--- src/fsp_pkg.sv ---
// Package for the flash status poller: command codes, states, timing counts and carriers.
// Assumes a 100 MHz core clock and an asynchronous NOR flash bus with 16-bit data.
package fsp_pkg;

  // ************************************************************
  // Status word bit positions
  // ************************************************************
  localparam int POLL_BIT_POS = 7;        // poll_complement_bit
  localparam int TOGGLE_ONE_POS = 6;      // toggle_bit_one
  localparam int TIMEOUT_POS = 5;         // timeout_flag
  localparam int ERASE_WIN_POS = 3;       // erase_window_flag
  localparam int SECTOR_TOGGLE_POS = 2;   // sector_toggle_bit

  // ************************************************************
  // Bus widths and timing
  // ************************************************************
  localparam int ADDR_W = 26;
  localparam int DATA_W = 16;
  localparam int CLK_PERIOD_NS = 10;
  localparam int READ_ACCESS_NS = 100;    // Strobe low time per read cycle
  localparam int STROBE_HIGH_NS = 30;     // Strobe high gap between cycles
  localparam int RD_CYC = (READ_ACCESS_NS + CLK_PERIOD_NS - 1) / CLK_PERIOD_NS;
  localparam int GAP_CYC = (STROBE_HIGH_NS + CLK_PERIOD_NS - 1) / CLK_PERIOD_NS;
  localparam logic [15:0] RESET_CMD = 16'h00F0;
  localparam logic [7:0] RESET_ADDR = 8'h00;

  // Poll method chosen by the user
  typedef enum logic [1:0] {
    FSP_M_POLL = 2'b00,
    FSP_M_TOGGLE = 2'b01,
    FSP_M_WINDOW = 2'b10
  } fsp_mode_t;

  // Final verdict
  typedef enum logic [1:0] {
    FSP_R_NONE = 2'b00,
    FSP_R_DONE = 2'b01,
    FSP_R_FAIL = 2'b10,
    FSP_R_WIN_SHUT = 2'b11
  } fsp_result_t;

  // Sequencer states
  typedef enum logic [3:0] {
    FSP_IDLE = 4'b0000,
    FSP_RD_LOW = 4'b0001,
    FSP_RD_GAP = 4'b0010,
    FSP_EVAL = 4'b0011,
    FSP_WR_LOW = 4'b0100,
    FSP_WR_GAP = 4'b0101,
    FSP_FINISH = 4'b0110
  } fsp_state_t;

  // User request carrier
  typedef struct packed {
    fsp_mode_t mode;
    logic [ADDR_W-1:0] addr;
    logic [7:0] expect_data;
  } fsp_req_t;

  // Flash pin carrier (outputs of the poller)
  typedef struct packed {
    logic ce_n;
    logic oe_n;
    logic we_n;
    logic dq_oe;
    logic [ADDR_W-1:0] addr;
    logic [DATA_W-1:0] dq;
  } fsp_pins_t;

endpackage : fsp_pkg

--- src/fsp_poller.sv ---
// Host-side status poller for a parallel NOR flash running an embedded algorithm.
// Assumes the flash bus pins are driven straight from this module; dq input is asynchronous.
`timescale 1ns/1ps

// How it works
// Poll only after final write strobe.
// Buffered program: poll last loaded address.
// Programming shows inverted bit 7 until done.
// Suspended program allows array reads only.
// Protected program: busy briefly, then array.
// Erase polling reads 0, then 1.
// Erase poll address inside erasing sector.
// Protected erase: busy briefly, no erase.
// After poll flip, use later read data.
// Timeout seen: reread polling bit once.
// First toggle bit flips per read.
// Protected erase toggles briefly then standby.
// Suspend stops first toggle bit.
// Erase-suspend programming toggles until done.
// Erase window bit 0, then 1.
// Window closed: only erase suspend accepted.
// Check window bit around added erases.
// Sector toggle bit flips in erasing sectors.
// Two reads; unchanged toggle means done.
// Toggling with timeout: recheck, then reset.
// Restarting toggle check begins with double read.
// Status same at every address.
// Timeout flag marks failed operation.
// Toggles change once per read cycle.
module fsp_poller (
  input wire logic core_clk_in,
  input wire logic rstn_in,
  input wire logic clk_en_in,
  input wire logic start_in,
  input wire fsp_pkg::fsp_req_t req_in,
  input wire logic abandon_in,
  input wire logic [fsp_pkg::DATA_W-1:0] dq_in,
  output fsp_pkg::fsp_pins_t pins_out,
  output logic busy_out,
  output logic done_out,
  output fsp_pkg::fsp_result_t result_out,
  output logic [7:0] last_status_out,
  output logic window_open_out
);
  import fsp_pkg::*;

  // ************************************************************
  // Data input synchroniser
  // ************************************************************
  logic [DATA_W-1:0] dq_s1_ff, dq_s2_ff, dq_s3_ff;
  logic [DATA_W-1:0] nxt_dq_s1, nxt_dq_s2, nxt_dq_s3;
  logic dq_stable;

  // Three stages; value trusted when the last two agree
  always_comb begin
    nxt_dq_s1 = dq_in;
    nxt_dq_s2 = dq_s1_ff;
    nxt_dq_s3 = dq_s2_ff;
  end
  assign dq_stable = (dq_s2_ff == dq_s3_ff);

  always_ff @(posedge core_clk_in or negedge rstn_in) begin
    if (!rstn_in) begin
      dq_s1_ff <= '0;
      dq_s2_ff <= '0;
      dq_s3_ff <= '0;
    end else if (clk_en_in) begin
      dq_s1_ff <= nxt_dq_s1;
      dq_s2_ff <= nxt_dq_s2;
      dq_s3_ff <= nxt_dq_s3;
    end
  end

  // ************************************************************
  // Sequencer
  // ************************************************************
  fsp_state_t state_ff, nxt_state;
  fsp_req_t req_ff, nxt_req;
  logic [3:0] cnt_ff, nxt_cnt;
  logic [1:0] nreads_ff, nxt_nreads;   // Reads since the check began
  logic prev_tog_ff, nxt_prev_tog;
  logic to_seen_ff, nxt_to_seen;
  logic flip_seen_ff, nxt_flip_seen;
  fsp_pins_t pins_ff, nxt_pins;
  logic busy_ff, nxt_busy, done_ff, nxt_done, win_ff, nxt_win;
  fsp_result_t res_ff, nxt_res;
  logic [7:0] stat_ff, nxt_stat;
  logic [7:0] smp;
  logic poll_true, toggled;

  assign smp = dq_s3_ff[7:0];
  assign poll_true = (smp[POLL_BIT_POS] == req_ff.expect_data[POLL_BIT_POS]);
  assign toggled = (smp[TOGGLE_ONE_POS] != prev_tog_ff);

  // Next-state logic for the read, evaluate and reset sequence
  always_comb begin
    nxt_state = state_ff;
    nxt_req = req_ff;
    nxt_cnt = cnt_ff;
    nxt_nreads = nreads_ff;
    nxt_prev_tog = prev_tog_ff;
    nxt_to_seen = to_seen_ff;
    nxt_flip_seen = flip_seen_ff;
    nxt_pins = pins_ff;
    nxt_busy = busy_ff;
    nxt_done = 1'b0;
    nxt_win = win_ff;
    nxt_res = res_ff;
    nxt_stat = stat_ff;
    case (state_ff)
      FSP_IDLE: begin
        // Caller starts only after its final write strobe
        if (start_in) begin
          nxt_req = req_in;   // Last loaded / erasing-sector address, see R2
          nxt_nreads = 2'h0;  // Fresh start clears the read count, so toggle mode re-reads twice
          nxt_to_seen = 1'b0;
          nxt_flip_seen = 1'b0;
          nxt_busy = 1'b1;
          nxt_res = FSP_R_NONE;
          nxt_state = FSP_RD_LOW;
          nxt_cnt = 4'(RD_CYC);
          nxt_pins.ce_n = 1'b0;
          nxt_pins.oe_n = 1'b0;
          nxt_pins.addr = req_in.addr;
        end
      end
      FSP_RD_LOW: begin
        // One strobe pulse per read so toggles step once
        if (cnt_ff != 4'h0) begin
          nxt_cnt = cnt_ff - 4'h1;
        end else if (dq_stable) begin
          nxt_stat = smp;
          nxt_pins.ce_n = 1'b1;
          nxt_pins.oe_n = 1'b1;
          nxt_state = FSP_EVAL;
        end
      end
      FSP_EVAL: begin
        nxt_state = FSP_RD_GAP;
        nxt_cnt = 4'(GAP_CYC);
        if (nreads_ff != 2'h3) begin
          nxt_nreads = nreads_ff + 2'h1;
        end
        nxt_prev_tog = smp[TOGGLE_ONE_POS];
        case (req_ff.mode)
          FSP_M_POLL: begin
            // True bit 7 ends; the data is taken from a later read, see R3 see R6
            if (poll_true && flip_seen_ff) begin
              nxt_res = FSP_R_DONE;
              nxt_state = FSP_FINISH;
            end else if (poll_true) begin
              nxt_flip_seen = 1'b1;
            end else if (to_seen_ff) begin
              nxt_res = FSP_R_FAIL;     // Second look still inverted, see R10
              nxt_state = FSP_WR_LOW;
            end else if (smp[TIMEOUT_POS]) begin
              nxt_to_seen = 1'b1;
            end
          end
          FSP_M_TOGGLE: begin
            // Compare two consecutive reads, see R19
            if (nreads_ff != 2'h0 && !toggled) begin
              nxt_res = FSP_R_DONE;
              nxt_state = FSP_FINISH;
            end else if (nreads_ff != 2'h0 && to_seen_ff) begin
              nxt_res = FSP_R_FAIL;     // Still toggling after recheck
              nxt_state = FSP_WR_LOW;
            end else if (nreads_ff != 2'h0 && smp[TIMEOUT_POS]) begin
              nxt_to_seen = 1'b1;
            end
          end
          default: begin
            // Window check ahead of an added sector erase, see R15
            nxt_win = ~smp[ERASE_WIN_POS];
            nxt_res = smp[ERASE_WIN_POS] ? FSP_R_WIN_SHUT : FSP_R_DONE;
            nxt_state = FSP_FINISH;
          end
        endcase
        if (abandon_in) begin
          nxt_state = FSP_FINISH;       // Returning needs a new start
          nxt_res = FSP_R_NONE;
        end
      end
      FSP_RD_GAP: begin
        if (cnt_ff != 4'h0) begin
          nxt_cnt = cnt_ff - 4'h1;
        end else begin
          nxt_state = FSP_RD_LOW;
          nxt_cnt = 4'(RD_CYC);
          nxt_pins.ce_n = 1'b0;
          nxt_pins.oe_n = 1'b0;
        end
      end
      FSP_WR_LOW: begin
        // Reset command restores array reads
        if (cnt_ff == 4'(RD_CYC)) begin
          nxt_pins.ce_n = 1'b0;
          nxt_pins.we_n = 1'b0;
          nxt_pins.dq_oe = 1'b1;
          nxt_pins.dq = RESET_CMD;
          nxt_pins.addr = ADDR_W'(RESET_ADDR);
          nxt_cnt = cnt_ff - 4'h1;
        end else if (cnt_ff != 4'h0) begin
          nxt_cnt = cnt_ff - 4'h1;
        end else begin
          nxt_pins.we_n = 1'b1;
          nxt_state = FSP_WR_GAP;
          nxt_cnt = 4'(GAP_CYC);
        end
      end
      FSP_WR_GAP: begin
        nxt_pins.ce_n = 1'b1;
        nxt_pins.dq_oe = 1'b0;
        if (cnt_ff != 4'h0) begin
          nxt_cnt = cnt_ff - 4'h1;
        end else begin
          nxt_state = FSP_FINISH;
        end
      end
      FSP_FINISH: begin
        nxt_busy = 1'b0;
        nxt_done = 1'b1;
        nxt_state = FSP_IDLE;
      end
      default: begin
        nxt_state = FSP_IDLE;
      end
    endcase
    if (state_ff == FSP_EVAL && nxt_state == FSP_WR_LOW) begin
      nxt_cnt = 4'(RD_CYC);
    end
  end

  // Registers of the sequencer
  always_ff @(posedge core_clk_in or negedge rstn_in) begin
    if (!rstn_in) begin
      state_ff <= FSP_IDLE;
      req_ff <= '0;
      cnt_ff <= 4'h0;
      nreads_ff <= 2'h0;
      prev_tog_ff <= 1'b0;
      to_seen_ff <= 1'b0;
      flip_seen_ff <= 1'b0;
      pins_ff <= '{ce_n: 1'b1, oe_n: 1'b1, we_n: 1'b1, dq_oe: 1'b0, addr: '0, dq: '0};
      busy_ff <= 1'b0;
      done_ff <= 1'b0;
      win_ff <= 1'b0;
      res_ff <= FSP_R_NONE;
      stat_ff <= 8'h00;
    end else if (clk_en_in) begin
      state_ff <= nxt_state;
      req_ff <= nxt_req;
      cnt_ff <= nxt_cnt;
      nreads_ff <= nxt_nreads;
      prev_tog_ff <= nxt_prev_tog;
      to_seen_ff <= nxt_to_seen;
      flip_seen_ff <= nxt_flip_seen;
      pins_ff <= nxt_pins;
      busy_ff <= nxt_busy;
      done_ff <= nxt_done;
      win_ff <= nxt_win;
      res_ff <= nxt_res;
      stat_ff <= nxt_stat;
    end
  end

  assign pins_out = pins_ff;
  assign busy_out = busy_ff;
  assign done_out = done_ff;
  assign result_out = res_ff;
  assign last_status_out = stat_ff;
  assign window_open_out = win_ff;
endmodule : fsp_poller

--- config.mk ---
export PLATFORM = sky130hd
export DESIGN_NAME = fsp_poller
export DESIGN_NICKNAME = d
export VERILOG_FILES = /design/src/fsp_pkg.sv /design/src/fsp_poller.sv
export SDC_FILE = /design/constraint.sdc
export NUM_CORES = 1
export LEC_CHECK = 0
export ABC_CLOCK_PERIOD_IN_PS = 4800
export BUFFER_PORTS_ARGS = -buffer_cell sky130_fd_sc_hd__buf_2
export CORE_MARGIN = 4
export CORE_UTILIZATION = 25
export CTS_CLUSTER_SIZE = 10
export DETAILED_ROUTE_END_ITERATION = 10
export PLACE_DENSITY = 0.54
export SYNTH_ARGS = -nofsm -noshare
export SYNTH_HDL_FRONTEND = slang
export SYNTH_SLANG_ARGS = --single-unit
export TNS_END_PERCENT = 20
--- constraint.sdc ---
create_clock -name core_clk_in -period 4.8 [get_ports core_clk_in]
set_input_delay 0.72 -clock core_clk_in [delete_from_list [all_inputs] [get_ports core_clk_in]]
set_output_delay 0.72 -clock core_clk_in [all_outputs]
set_load 0.1 [all_outputs]
==> results.cfg <==
[clock_tree]
clock_path_buffers = 2
root_buffer = clkbuf_16
clk_pin_slew_ns = 0.08
ctsResizeCount = 0
ctsHoldBuffers = 0
cts_buffers = 9
h-tree-depth = 3
cts_setup_buffers = 0
clk_latency_ns = 0.36
cts_tree = built
cts.sinks = 108

[layout]
num_antenna_cells = 0
layout.cells.non_filler = 739
area_growth_pct = 19.8
fillerInstances = 1964
drive_above_1_share_pct = 39.0
finalInstanceArea_sq_um = 5830
final_net_count = 535

[floorplan]
rows = 50
start_util_pct = 25.7
die_h_um = 148
dieWidth_um = 148
die_area_sq_um = 21800
coreArea_sq_um = 19000
ioPinCount = 116

[logic_synthesis]
ys.warnings.count = 0
synth_seq_area_share_pct = 55.6
synth_top_cell_area_share_pct = 54.0
avgSynthCellArea_sq_um = 12.5
synth_area_sq_um = 4870
async_flop_share_pct = 100
netlist_top_cells_count = 105 x dfrtp_1, 60 x mux2_2, 26 x a22o_1, 18 x nor2_1, 18 x xor2_1
synth.distinct_cells = 60
synth_edf_count = 0
ys.flop_type = dfrtp_1
synthCells = 389
yosysMostFrequentCell = dfrtp_1
ys_seq_elements = 108
yosys.area.top_type = dfrtp_1
synth.area.top_cells = dfrtp_1 54%, mux2_2 14%, a22o_1 4.7%, xor2_1 3.2%, buf_4 2.5%

[power_and_ir_drop]
pwr-share-clk_pct = 19.8
p_sw_mw = 1.92
seqPwrFrac_pct = 34.7
switching_share_pct = 49.7
vdd_drop_max_v = 0.000209
p_per_area_nw_per_um2 = 661
combinationalPowerShare_pct = 45.5
p_int_mw = 1.94
power_mw = 3.85
leakagePower_nw = 2.70

[routing]
antenna_left = 0
drc_errors = 0
vias = 3255
via_per_inst = 4.40
avgRoutedWirePerCell_um = 14.4
drt_wl_total_mm = 10.6
firstDrtPassIters = 4
drtIter0Drc = 230

[sta]
fin_crit_sh_pct = 55.9
final-hold-violation-count = 0
slew_headroom_pct = 32.6
setup_viol = 0
slew_viol_final = 0
fmax_ghz = 0.373
worst_slack_ns = 2.12
fin_tns_setup_ns = 0
worstMarginPinSlew_ns = 1.01
rsz0062_at_grt = no
period_needed_ns = 2.68
finalClockSkew_ns = 0.0105

[worst_setup_path]
end_kind = register
crit_required_ns = 5.10
cp_data_arrival_time_ns = 2.98
crit_type = register to register
cp_max_fo = 26
cp-start-kind = register

[placement]
place_inst = 723
place_ws_ns = 1.82
placed_area_sq_um = 5520
gp_congestion = 0.814
io_buffers = 96
dpl.hpwl_mm = 7.63

[global_routing]
antenna_found_initial = 0
grt_pass1_vias = 3295
globalRouteOverflowTotal = 0
grt_max_degree = 71
grt_pass1_wl_mm = 17.6
grt_usage_pct = 10.0

[run_status]
status = complete, no violations

[job]
drv_cap = 0

[hold_path]
min_path_type = input port to async pin
==> worst paths after layout <==
kind,endpoint,start,cells past startpoint,slack (ns)
max in group asynchronous,pins_out[43]$_DFFE_PN1P_,rstn_in,2,3.24
worst max register to register,pins_out[34]$_DFFE_PN0P_,state_ff[1]$_DFFE_PN0P_,4,2.12
worst max-delay path,pins_out[34]$_DFFE_PN0P_,state_ff[1]$_DFFE_PN0P_,4,2.12
worst min register to register,result_out[1]$_DFFE_PN0P_,result_out[1]$_DFFE_PN0P_,1,0.50
min in group core_clk_in,result_out[1]$_DFFE_PN0P_,result_out[1]$_DFFE_PN0P_,1,0.50
worst min-delay path,dq_s3_ff[15]$_DFFE_PN0P_,rstn_in,1,0.48
==> per-stage QoR <==
stage	util, %	hold WS (ns)
2_1_floorplan	-	0.424
3_3_place_gp	29.1	0.477
3_5_place_dp	29.1	0.482
4_1_cts	30.8	0.503
5_1_grt	30.8	0.515
6_report	30.8	0.483
==> cell usage in the layout (no fill, tap or decap), types with 4 or more instances in the layout <==
cell type    n
nor3_1       4
nor2_1      17
inv_1       12
xor2_1      18
a22o_1      26
buf_2       95
nor4_1       7
conb_1      12
mux2_2      60
nand2_1     13
a21oi_1      9
buf_4        4
dfrtp_1    105
or2_2        4
o21ai_0     11
ha_1         4
clkbuf_16    9
==> flip-flops by register name (all words and copies together), names as in the netlist, 2 cells and up <==
signal / cells
pins_out: 31
dq_s1_ff: 16
dq_s2_ff: 16
dq_s3_ff: 16
last_status_out: 8
cnt_ff: 4
state_ff: 4
req_ff: 3
nreads_ff: 2
result_out: 2
==> area by class of cell <==
class	count	area, sq um	share of cell area [%]
clock inverter	7	86.3	1.48
timing repair buffer	99	505	8.67
multi-input combinational	244	1940	33.2
sequential	108	2710	46.4
tap	260	325	5.58
clock buffer	9	225	3.86
inverter	12	45.0	0.773
==> kinds of logic after synthesis <==
group / Yosys count / share of synthesized area (%)
compound gates: 76 / 11.9
xor+xnor: 19 / 3.42
flops: 108 / 55.6
fa+ha+maj: 4 / 1.03
mux: 63 / 14.5
buf+inv: 48 / 5.50
simple gates: 70 / 7.99
other cells: 1 / 0.0770
==> power by group through the flow <==
stage          clock network [mW]  registers (mW)  logic (mW)
3_3_place_gp                    0            1.34        1.74
5_1_grt                     0.832            1.38        1.86
2_1_floorplan                   0            2.04       0.798
6_report                    0.764            1.34        1.75
3_5_place_dp                    0            1.35        1.77
4_1_cts                     0.797            1.34        1.77
==> per-layer routing <==
| metal | track usage (%) | vias to the layer above | wire length [um] |
|---|---|---|---|
| met5 | 0 | - | 0 |
| met4 | 2.84 | 0 | 133 |
| met3 | 3.37 | 10 | 663 |
| met2 | 15.2 | 98 | 4870 |
| met1 | 13.6 | 1594 | 4940 |
| li1 | - | 1553 | - |
==> worst max-delay path, cell delays in order (launching register included) <==
cell and delay, ns:
dfrtp_1 0.63, or4_1 0.64, o21ai_0 0.25, nand2b_1 0.81, a22o_1 0.28
(Power assumes the default switching activity.)
